$ cat config.mk
export PLATFORM = sky130hd
export DESIGN_NAME = emp_port
export DESIGN_NICKNAME = d
export VERILOG_FILES = /design/src/emp_pkg.sv /design/src/emp_attr_if.sv /design/src/emp_attr_drv.sv /design/src/emp_port.sv
export SDC_FILE = /design/constraint.sdc
export NUM_CORES = 1
export LEC_CHECK = 0
export BUFFER_PORTS_ARGS = -buffer_cell sky130_fd_sc_hd__buf_2
export CAP_MARGIN = 30
export CORE_UTILIZATION = 49
export CTS_CLUSTER_DIAMETER = 80
export CTS_CLUSTER_SIZE = 12
export DETAILED_ROUTE_END_ITERATION = 8
export PLACE_DENSITY = 0.82
export SETUP_SLACK_MARGIN = 0.3
export SLEW_MARGIN = 15
export SYNTH_ARGS = -nofsm -noshare
export SYNTH_HDL_FRONTEND = slang
export SYNTH_SLANG_ARGS = --single-unit
export TNS_END_PERCENT = 50
$ cat constraint.sdc
create_clock -name clock -period 3.2 [get_ports clock]
set_input_delay 0.32 -clock clock [delete_from_list [all_inputs] [get_ports clock]]
set_output_delay 0.32 -clock clock [all_outputs]
set_load 0.03 [all_outputs]
$ cat src/emp_pkg.sv
package emp_pkg;
  // ----------------------------------------------------------------
  // Widths
  // ----------------------------------------------------------------
  localparam int                ADDR_W      = 24;         // Address bus width
  localparam int                DATA_W      = 24;         // Data bus width
  localparam int                ATTR_N      = 4;          // Attribute lines
  localparam int                WS_W        = 4;          // Wait-state count width
  // ----------------------------------------------------------------
  // Reset values and wait-state constants
  // ----------------------------------------------------------------
  localparam logic [23:0]       ADDR_RST    = 24'h000000; // Address hold value at reset
  localparam logic [23:0]       DATA_RST    = 24'h000000; // Data out at reset
  localparam logic [3:0]        ATTR_RST    = 4'h0;       // Attribute line levels at reset
  localparam logic [3:0]        WS_ONE      = 4'h1;       // One wait state
  localparam logic [3:0]        WS_ZERO     = 4'h0;       // No wait state
  // ----------------------------------------------------------------
  // Port sequencer states
  // ----------------------------------------------------------------
  typedef enum logic [3:0] {
    EMP_IDLE  = 4'h1,                                     // No access
    EMP_WAIT  = 4'h2,                                     // Minimum wait states
    EMP_ACK   = 4'h4,                                     // Waiting for acknowledge
    EMP_DONE  = 4'h8                                      // Closing period
  } emp_state_e;
endpackage : emp_pkg

$ cat src/emp_attr_if.sv
`timescale 1ns/100ps
// ------------------------------------------------------------------
// Attribute line control carrier
// ------------------------------------------------------------------
interface emp_attr_if;
  logic [3:0] sel;     // Lines selected for this access
  logic [3:0] pol;     // Active level per line, 1 = active high
  logic       active;  // Access window open
  logic [3:0] level;   // Resulting pin levels
  modport ctrl (output sel, output pol, output active, input level);
  modport drv  (input sel, input pol, input active, output level);
endinterface : emp_attr_if

$ cat src/emp_attr_drv.sv
`timescale 1ns/100ps
// ------------------------------------------------------------------
// Attribute / row-strobe level generator
// ------------------------------------------------------------------
module emp_attr_drv (
  emp_attr_if.drv ai
);
  // Per-line level: active only in the access window, else inactive
  genvar g;
  for (g = 0; g < 4; g++) begin : g_line
    assign ai.level[g] = (ai.active && ai.sel[g]) ? ai.pol[g] : ~ai.pol[g];
  end
endmodule : emp_attr_drv

$ cat src/emp_port.sv
`timescale 1ns/100ps
// Operation
// - Stop or Wait: release bus, tri-state outputs
// - Refresh in Wait: leave, refresh, return
// - Master drives address, else high impedance
// - Address holds value between external accesses
// - Master uses data bidirectionally, else tri-state
// - Attribute lines as chip select/address
// - Attribute lines go inactive after access
// - Attribute lines usable as row strobes
// - Software selects attribute line polarity
// - Read/write strobes while master, else tri-state
// - Cycle ends one period after acknowledge
module emp_port (
  input  wire logic        clock,            // Core clock, 100 MHz
  input  wire logic        rstn,             // Async reset, active low
  input  wire logic        bus_master,       // Device owns the external bus
  input  wire logic        stop_mode,        // Stop low-power mode
  input  wire logic        wait_mode,        // Wait low-power mode
  input  wire logic        refresh_req,      // DRAM refresh pending pulse
  input  wire logic [3:0]  refresh_rows,     // Row strobes used for refresh
  input  wire logic        req_valid,        // Core access request
  input  wire logic        req_write,        // 1 = write, 0 = read
  input  wire logic [23:0] req_addr,         // Access address
  input  wire logic [23:0] req_wdata,        // Write data
  input  wire logic [3:0]  req_attr,         // Attribute lines to assert
  input  wire logic [3:0]  req_ws,           // Minimum wait states
  input  wire logic [3:0]  attr_pol,         // Active polarity per line
  input  wire logic [3:0]  attr_ras,         // Line acts as row strobe
  output logic             req_ready,        // Access taken
  output logic             rsp_valid,        // Access finished pulse
  output logic [23:0]      rsp_rdata,        // Read data
  output logic             in_wait,          // Port is parked in Wait
  output logic [23:0]      addr_o,           // Address pins
  output logic             addr_oe,          // Address drive enable
  input  wire logic [23:0] data_i,           // Data pins in
  output logic [23:0]      data_o,           // Data pins out
  output logic             data_oe,          // Data drive enable
  output logic [3:0]       attr_select_line_o,  // Attribute/row strobe levels
  output logic             attr_select_line_oe, // Attribute drive enable
  output logic             rd_n_o,           // Read strobe, active low
  output logic             wr_n_o,           // Write strobe, active low
  output logic             strobe_oe,        // Strobe drive enable
  output logic             bus_busy_line_n_o, // Bus busy, active low
  output logic             bus_busy_line_oe, // Bus busy drive enable
  input  wire logic        transfer_ack_n    // Acknowledge pin, active low
);
  // ----------------------------------------------------------------
  // Synchronisers for pin inputs
  // ----------------------------------------------------------------
  logic        ack_s1, ack_s2;               // Acknowledge sync stages
  logic [23:0] din_s1, din_s2;               // Data sync stages
  // Two-stage capture; first stage read only by second
  always_ff @(posedge clock or negedge rstn) begin
    if (!rstn) begin
      ack_s1 <= 1'b1;
      ack_s2 <= 1'b1;
      din_s1 <= emp_pkg::DATA_RST;
      din_s2 <= emp_pkg::DATA_RST;
    end else begin
      ack_s1 <= transfer_ack_n;
      ack_s2 <= ack_s1;
      din_s1 <= data_i;
      din_s2 <= din_s1;
    end
  end
  // ----------------------------------------------------------------
  // Low-power and ownership
  // ----------------------------------------------------------------
  emp_pkg::emp_state_e state_reg;            // Sequencer state
  logic        refresh_pend_reg;             // Refresh waiting to run
  logic        cyc_refresh_reg;              // Current cycle is refresh
  logic        lp;                           // Any low-power mode
  logic        own;                          // May drive the bus
  assign lp  = stop_mode | wait_mode;
  // Wait is left only for the refresh cycle itself
  assign own = bus_master & (~lp | (wait_mode & ~stop_mode & cyc_refresh_reg));
  // Refresh pending flag; a new request wins over the clear
  always_ff @(posedge clock or negedge rstn) begin
    if (!rstn) begin
      refresh_pend_reg <= 1'b0;
    end else if (refresh_req) begin
      refresh_pend_reg <= 1'b1;
    end else if (state_reg == emp_pkg::EMP_IDLE && cyc_refresh_reg) begin
      refresh_pend_reg <= 1'b0;
    end
  end
  // ----------------------------------------------------------------
  // Access sequencer
  // ----------------------------------------------------------------
  logic        cyc_write_reg;                // Current cycle writes
  logic [3:0]  ws_reg;                       // Remaining wait states
  logic [3:0]  cyc_attr_reg;                 // Lines for current cycle
  logic        start_acc, start_ref;         // Cycle launches
  // Refresh needs Wait only, not Stop, and bus ownership
  assign start_ref = state_reg == emp_pkg::EMP_IDLE && refresh_pend_reg && !cyc_refresh_reg
                     && bus_master && wait_mode && !stop_mode;
  assign start_acc = state_reg == emp_pkg::EMP_IDLE && req_valid && !cyc_refresh_reg
                     && bus_master && !lp && !start_ref;
  // Acknowledge is armed once it is seen released in this cycle. A low from
  // the previous cycle is still in the synchroniser when a back-to-back one starts
  logic        ack_armed_reg;                // Released acknowledge seen
  always_ff @(posedge clock or negedge rstn) begin
    if (!rstn) begin
      ack_armed_reg <= 1'b0;
    end else if (start_acc) begin
      ack_armed_reg <= 1'b0;
    end else if (ack_s2) begin
      ack_armed_reg <= 1'b1;
    end
  end
  // State, wait count and cycle kind
  always_ff @(posedge clock or negedge rstn) begin
    if (!rstn) begin
      state_reg       <= emp_pkg::EMP_IDLE;
      ws_reg          <= emp_pkg::WS_ZERO;
      cyc_write_reg   <= 1'b0;
      cyc_attr_reg    <= emp_pkg::ATTR_RST;
      cyc_refresh_reg <= 1'b0;
    end else begin
      case (state_reg)
        emp_pkg::EMP_IDLE: begin
          cyc_refresh_reg <= 1'b0;
          if (start_ref) begin
            // Refresh: strobe the row lines, no acknowledge
            cyc_refresh_reg <= 1'b1;
            cyc_write_reg   <= 1'b0;
            cyc_attr_reg    <= refresh_rows & attr_ras;
            ws_reg          <= emp_pkg::WS_ONE;
            state_reg       <= emp_pkg::EMP_WAIT;
          end else if (start_acc) begin
            cyc_write_reg <= req_write;
            cyc_attr_reg  <= req_attr;
            ws_reg        <= req_ws;
            state_reg     <= emp_pkg::EMP_WAIT;
          end
        end
        emp_pkg::EMP_WAIT: begin
          // Minimum wait states first, then acknowledge stretch
          if (ws_reg > emp_pkg::WS_ONE) begin
            ws_reg <= ws_reg - emp_pkg::WS_ONE;
          end else if (cyc_refresh_reg || ws_reg == emp_pkg::WS_ZERO) begin
            // Zero-wait or refresh cycles cannot be stretched
            state_reg <= emp_pkg::EMP_DONE;
          end else begin
            state_reg <= emp_pkg::EMP_ACK;
          end
        end
        emp_pkg::EMP_ACK: begin
          if (ack_armed_reg && !ack_s2) begin
            state_reg <= emp_pkg::EMP_DONE;
          end
        end
        emp_pkg::EMP_DONE: begin
          state_reg <= emp_pkg::EMP_IDLE;
        end
        default: begin
          state_reg <= emp_pkg::EMP_IDLE;
        end
      endcase
    end
  end
  // ----------------------------------------------------------------
  // Core side handshake
  // ----------------------------------------------------------------
  always_ff @(posedge clock or negedge rstn) begin
    if (!rstn) begin
      req_ready <= 1'b0;
      rsp_valid <= 1'b0;
      rsp_rdata <= emp_pkg::DATA_RST;
      in_wait   <= 1'b0;
    end else begin
      req_ready <= start_acc;
      rsp_valid <= state_reg == emp_pkg::EMP_DONE && !cyc_refresh_reg;
      if (state_reg == emp_pkg::EMP_DONE && !cyc_write_reg && !cyc_refresh_reg) begin
        rsp_rdata <= din_s2;
      end
      in_wait   <= wait_mode && !cyc_refresh_reg;
    end
  end
  // ----------------------------------------------------------------
  // Address and data pins
  // ----------------------------------------------------------------
  // Address changes only when an external access starts
  always_ff @(posedge clock or negedge rstn) begin
    if (!rstn) begin
      addr_o <= emp_pkg::ADDR_RST;
    end else if (start_acc) begin
      addr_o <= req_addr;
    end
  end
  // Write data is latched at launch
  always_ff @(posedge clock or negedge rstn) begin
    if (!rstn) begin
      data_o <= emp_pkg::DATA_RST;
    end else if (start_acc && req_write) begin
      data_o <= req_wdata;
    end
  end
  // Drive enables follow ownership, data only during writes
  always_ff @(posedge clock or negedge rstn) begin
    if (!rstn) begin
      addr_oe             <= 1'b0;
      data_oe             <= 1'b0;
      attr_select_line_oe <= 1'b0;
      strobe_oe           <= 1'b0;
      bus_busy_line_oe    <= 1'b0;
    end else begin
      addr_oe             <= own;
      data_oe             <= own && cyc_write_reg && state_reg != emp_pkg::EMP_IDLE;
      attr_select_line_oe <= own;
      strobe_oe           <= own;
      bus_busy_line_oe    <= own;
    end
  end
  // ----------------------------------------------------------------
  // Strobes and attribute lines
  // ----------------------------------------------------------------
  logic busy;                                 // Cycle in progress
  assign busy = state_reg != emp_pkg::EMP_IDLE;
  always_ff @(posedge clock or negedge rstn) begin
    if (!rstn) begin
      rd_n_o            <= 1'b1;
      wr_n_o            <= 1'b1;
      bus_busy_line_n_o <= 1'b1;
    end else begin
      rd_n_o            <= !(busy && !cyc_write_reg && !cyc_refresh_reg);
      wr_n_o            <= !(busy && cyc_write_reg);
      bus_busy_line_n_o <= !busy;
    end
  end
  emp_attr_if ai ();                          // Attribute carrier
  assign ai.sel    = cyc_attr_reg;
  assign ai.pol    = attr_pol;
  assign ai.active = busy;
  emp_attr_drv u_attr (
    .ai (ai.drv)
  );
  // Levels registered so the pins come from flip-flops
  always_ff @(posedge clock or negedge rstn) begin
    if (!rstn) begin
      attr_select_line_o <= emp_pkg::ATTR_RST;
    end else begin
      attr_select_line_o <= ai.level;
    end
  end
endmodule : emp_port

==> impl_results.md <==
* Outcome: completed
* Num rows at 37
* Placeable Area at 10420 um2
* Pint at 4.253 mW
* Starting density of the core at 0.5097
* H-tree Lvls at 4
* Die Y at 106.1 um
* Post-CTS Hold Buffers at 60
* Sw Share at 0.3572
* Clock transition at the registers of the reported paths at 0.06 ns
* Final setup margin at roughly 0.56 ns
* FF-to-FF setup slack at 0.56 ns
* Final period util at 0.8261
* Critical path startpoint category: flip-flop
* Async set-reset flop share out of synthesis at 1.000
* Clock share of power at 0.298
* MaxCap Viol Count at 0
* R2R depth at 5
* Worst Path Max Fanout at 29
* Gate Count Post-Synth at 380
* Post-DP HPWL at about 7.5 mm
* Fin. Hold Viols at 0
* Number of I/O pins at approximately 190
* Combinational share of power at 0.302
* Max Buffers Root-to-Sink at 2
* Setup repair bufs after CTS at 0
* DP Worst Slack at 0.5512 ns
* Part of the power in registers at 0.400
* Post-Syn Area per Cell at 13.97 um2
* DR WL/cell at 15.44 um
* YS warnings at 0
* Synthesized net count at 484
* First-pass GRT wire length at 19.89 mm
* Layout cell share with drive strength beyond 1 at 0.4431
* Final wirelength at 12.13 mm
* Netlist Area Pre-Place at 5309 um2
* VDD IR max at 566.2 uV
* Final Max Tran Viols at 0
* CTS Buf Count at 17
* Initial antenna violation count at 0
* Number of synthesized register bits at 150
* Root buf cell: clkbuf_8
* # clock sinks at 150
* Placer Congestion at 0.8458
* Pwr dens at 870.2 nW/um2
* Layout Skew at 0.009283 ns
* Synth area leaders: dfrtp_1, nand2_1, mux2_2, mux2_4, dfstp_2
* Slew of the pin with the lowest slew margin at between 0.6 and 0.7 ns
* Hold Worst Slack at 0.03028 ns
* Area fraction of the dominant cell type after synthesis at 0.6788
* Ant diodes at 0
* FF/Latch Area at 3761 um2
* Post-synth EDFFs at 0
* Fmax at 0.3783 GHz
* Min-Delay Startpoint: req_wdata[7]
* Reg2reg start: state_reg[0]$_DFFE_PN1P_
* Vias in the first global route at roughly 4000
* Pleak at 4.047 nW
* Seq/Total Area, Yosys at 0.7085
* Crit end category: flip-flop
* Final Core Density at 0.7299
* TritonCTS clock tree: built
* Post-cts resize count at 0
* Fin crit period at 2.644 ns
* DR iter-0 viols at about 160
* Layout area overhead at 43.20%
* Tot GR Track Use at 0.2358
* Commonest non-fill, non-tap cells in the layout: buf_2, dfrtp_1, nand2_1
* Worst hold path class: input pin to flip-flop
* Sw Pwr at ~2.4 mW
* Footprint of the multi-input gates at 1431 um2
* Data required time at the worst endpoint at 3.60 ns
* Insertion delay to the later sink of the worst-skew pair at between 0.5 and 0.6 ns
* Port bufs at 187
* Hold-critical path endpoint: data_o[7]$_DFFE_PN0P_
* RSZ-0062 raised after global routing: false
* Worst setup path class: flip-flop to flip-flop
* Fillcell total at 668
* Routed vias/inst at around 5
* WHS Path Cells at 2
* Largest net degree at the start of global routing at 82
* Commonest non-fill, non-tap cell in the layout: buf_2
* Total gr overflow at 0
* Final nets at 741
* ANT nets after route at 0
* Total die area at 11260 um2
* Max transition margin at 0.5570
* Setup TNS at 0 ns
* Reg2reg end: data_o[12]$_DFFE_PN0P_
* Via count at 3829
* Drt drc at 0
* Synth area leader: dfrtp_1
* Worst EP arrival at about 3 ns
* Netlist cell types at 40
* Setup violators final at 0
* Die X at 106.1 um
* Pre-Repair DR Iteration Count at 4
* Ys flop type: dfrtp_1
[how the worst max path moves through the flow]
stage / start / to / slack [ns] / cells past startpoint
5_1_grt: state_reg[1]$_DFFE_PN0P_ / data_o[14]$_DFFE_PN0P_ / 0.46 / 5
4_1_cts: state_reg[0]$_DFFE_PN1P_ / data_o[12]$_DFFE_PN0P_ / 0.54 / 5
3_5_place_dp: state_reg[0]$_DFFE_PN1P_ / data_o[6]$_DFFE_PN0P_ / 0.55 / 5
2_1_floorplan: state_reg[0]$_DFFE_PN1P_ / data_o[10]$_DFFE_PN0P_ / 0.95 / 6
6_report: state_reg[0]$_DFFE_PN1P_ / data_o[12]$_DFFE_PN0P_ / 0.56 / 5
3_3_place_gp: state_reg[0]$_DFFE_PN1P_ / data_o[18]$_DFFE_PN0P_ / 0.63 / 5
[final cells by class]
| cell class | instances | share of cell area |
|---|---|---|
| flip-flops and latches | 150 | 0.4947 |
| repair buffers | 255 | 0.2138 |
| multi-input cells | 207 | 0.1883 |
| clock buffers | 18 | 0.05629 |
| well taps | 136 | 0.02238 |
| clock inverters | 14 | 0.02156 |
| inverters | 6 | 0.002962 |
[metal layers]
layer	vias up	wire length, um	track usage
met2	164	6347	0.3973
met1	1874	4851	0.2816
li1	1765	-	-
met3	26	639	0.06499
met5	-	0	0
met4	0	295	0.1101
[synthesized netlist by cell type (2+ instances only)]
library cell	instances
dfstp_2	6
nor2_1	5
or4b_2	2
nor3_1	3
mux2_4	19
ha_1	3
o221a_2	2
xor2_1	5
buf_2	3
or2_2	3
a21oi_1	9
nor4b_1	2
nand2_1	95
clkbuf_1	9
a31oi_1	5
nor2b_1	2
buf_4	3
nand2b_1	3
or3_1	3
inv_1	5
buf_6	2
mux2_2	29
mux2i_1	2
dfrtp_1	144
[cell families (layout without fill, tap and decap cells)]
logic type / after synthesis / after routing / synth area share
flip-flops: 150 / 150 / 0.7085
AND/OR/NAND/NOR: 127 / 127 / 0.1077
multiplexers: 50 / 50 / 0.1190
buffers and inverters: 23 / 293 / 0.02192
AO/OA/AOI/OAI: 21 / 21 / 0.02592
XOR/XNOR: 6 / 6 / 0.009899
adder cells (fa/ha/maj): 3 / 3 / 0.007071
[worst max-delay path, cell delays in order, from the launching register on]
cell	delay, ns
dfstp_2	0.57
or4b_1	0.47
or4_4	0.68
inv_2	0.15
nand2_4	0.25
mux2_4	0.39
[power by group through the flow]
stage          logic, mW  registers [mW]  clock network (mW)
2_1_floorplan      0.593            3.35                   0
3_3_place_gp        1.88            2.64                   0
3_5_place_dp        1.94            2.65                   0
4_1_cts             2.00            2.64                2.01
5_1_grt             2.13            2.70                2.11
6_report            2.00            2.65                1.97
[stage by stage]
step / instances / power, mW / instance area [um2]
final: 786 / 6.616 / 7602
after global routing: 786 / 6.939 / 7602
after detailed placement: 690 / 4.597 / 6370
after global placement: 690 / 4.524 / 6370
after floorplan: 380 / 3.945 / 5309
after CTS: 782 / 6.649 / 7562
No activity file was read; power rests on OpenSTA's default activity.
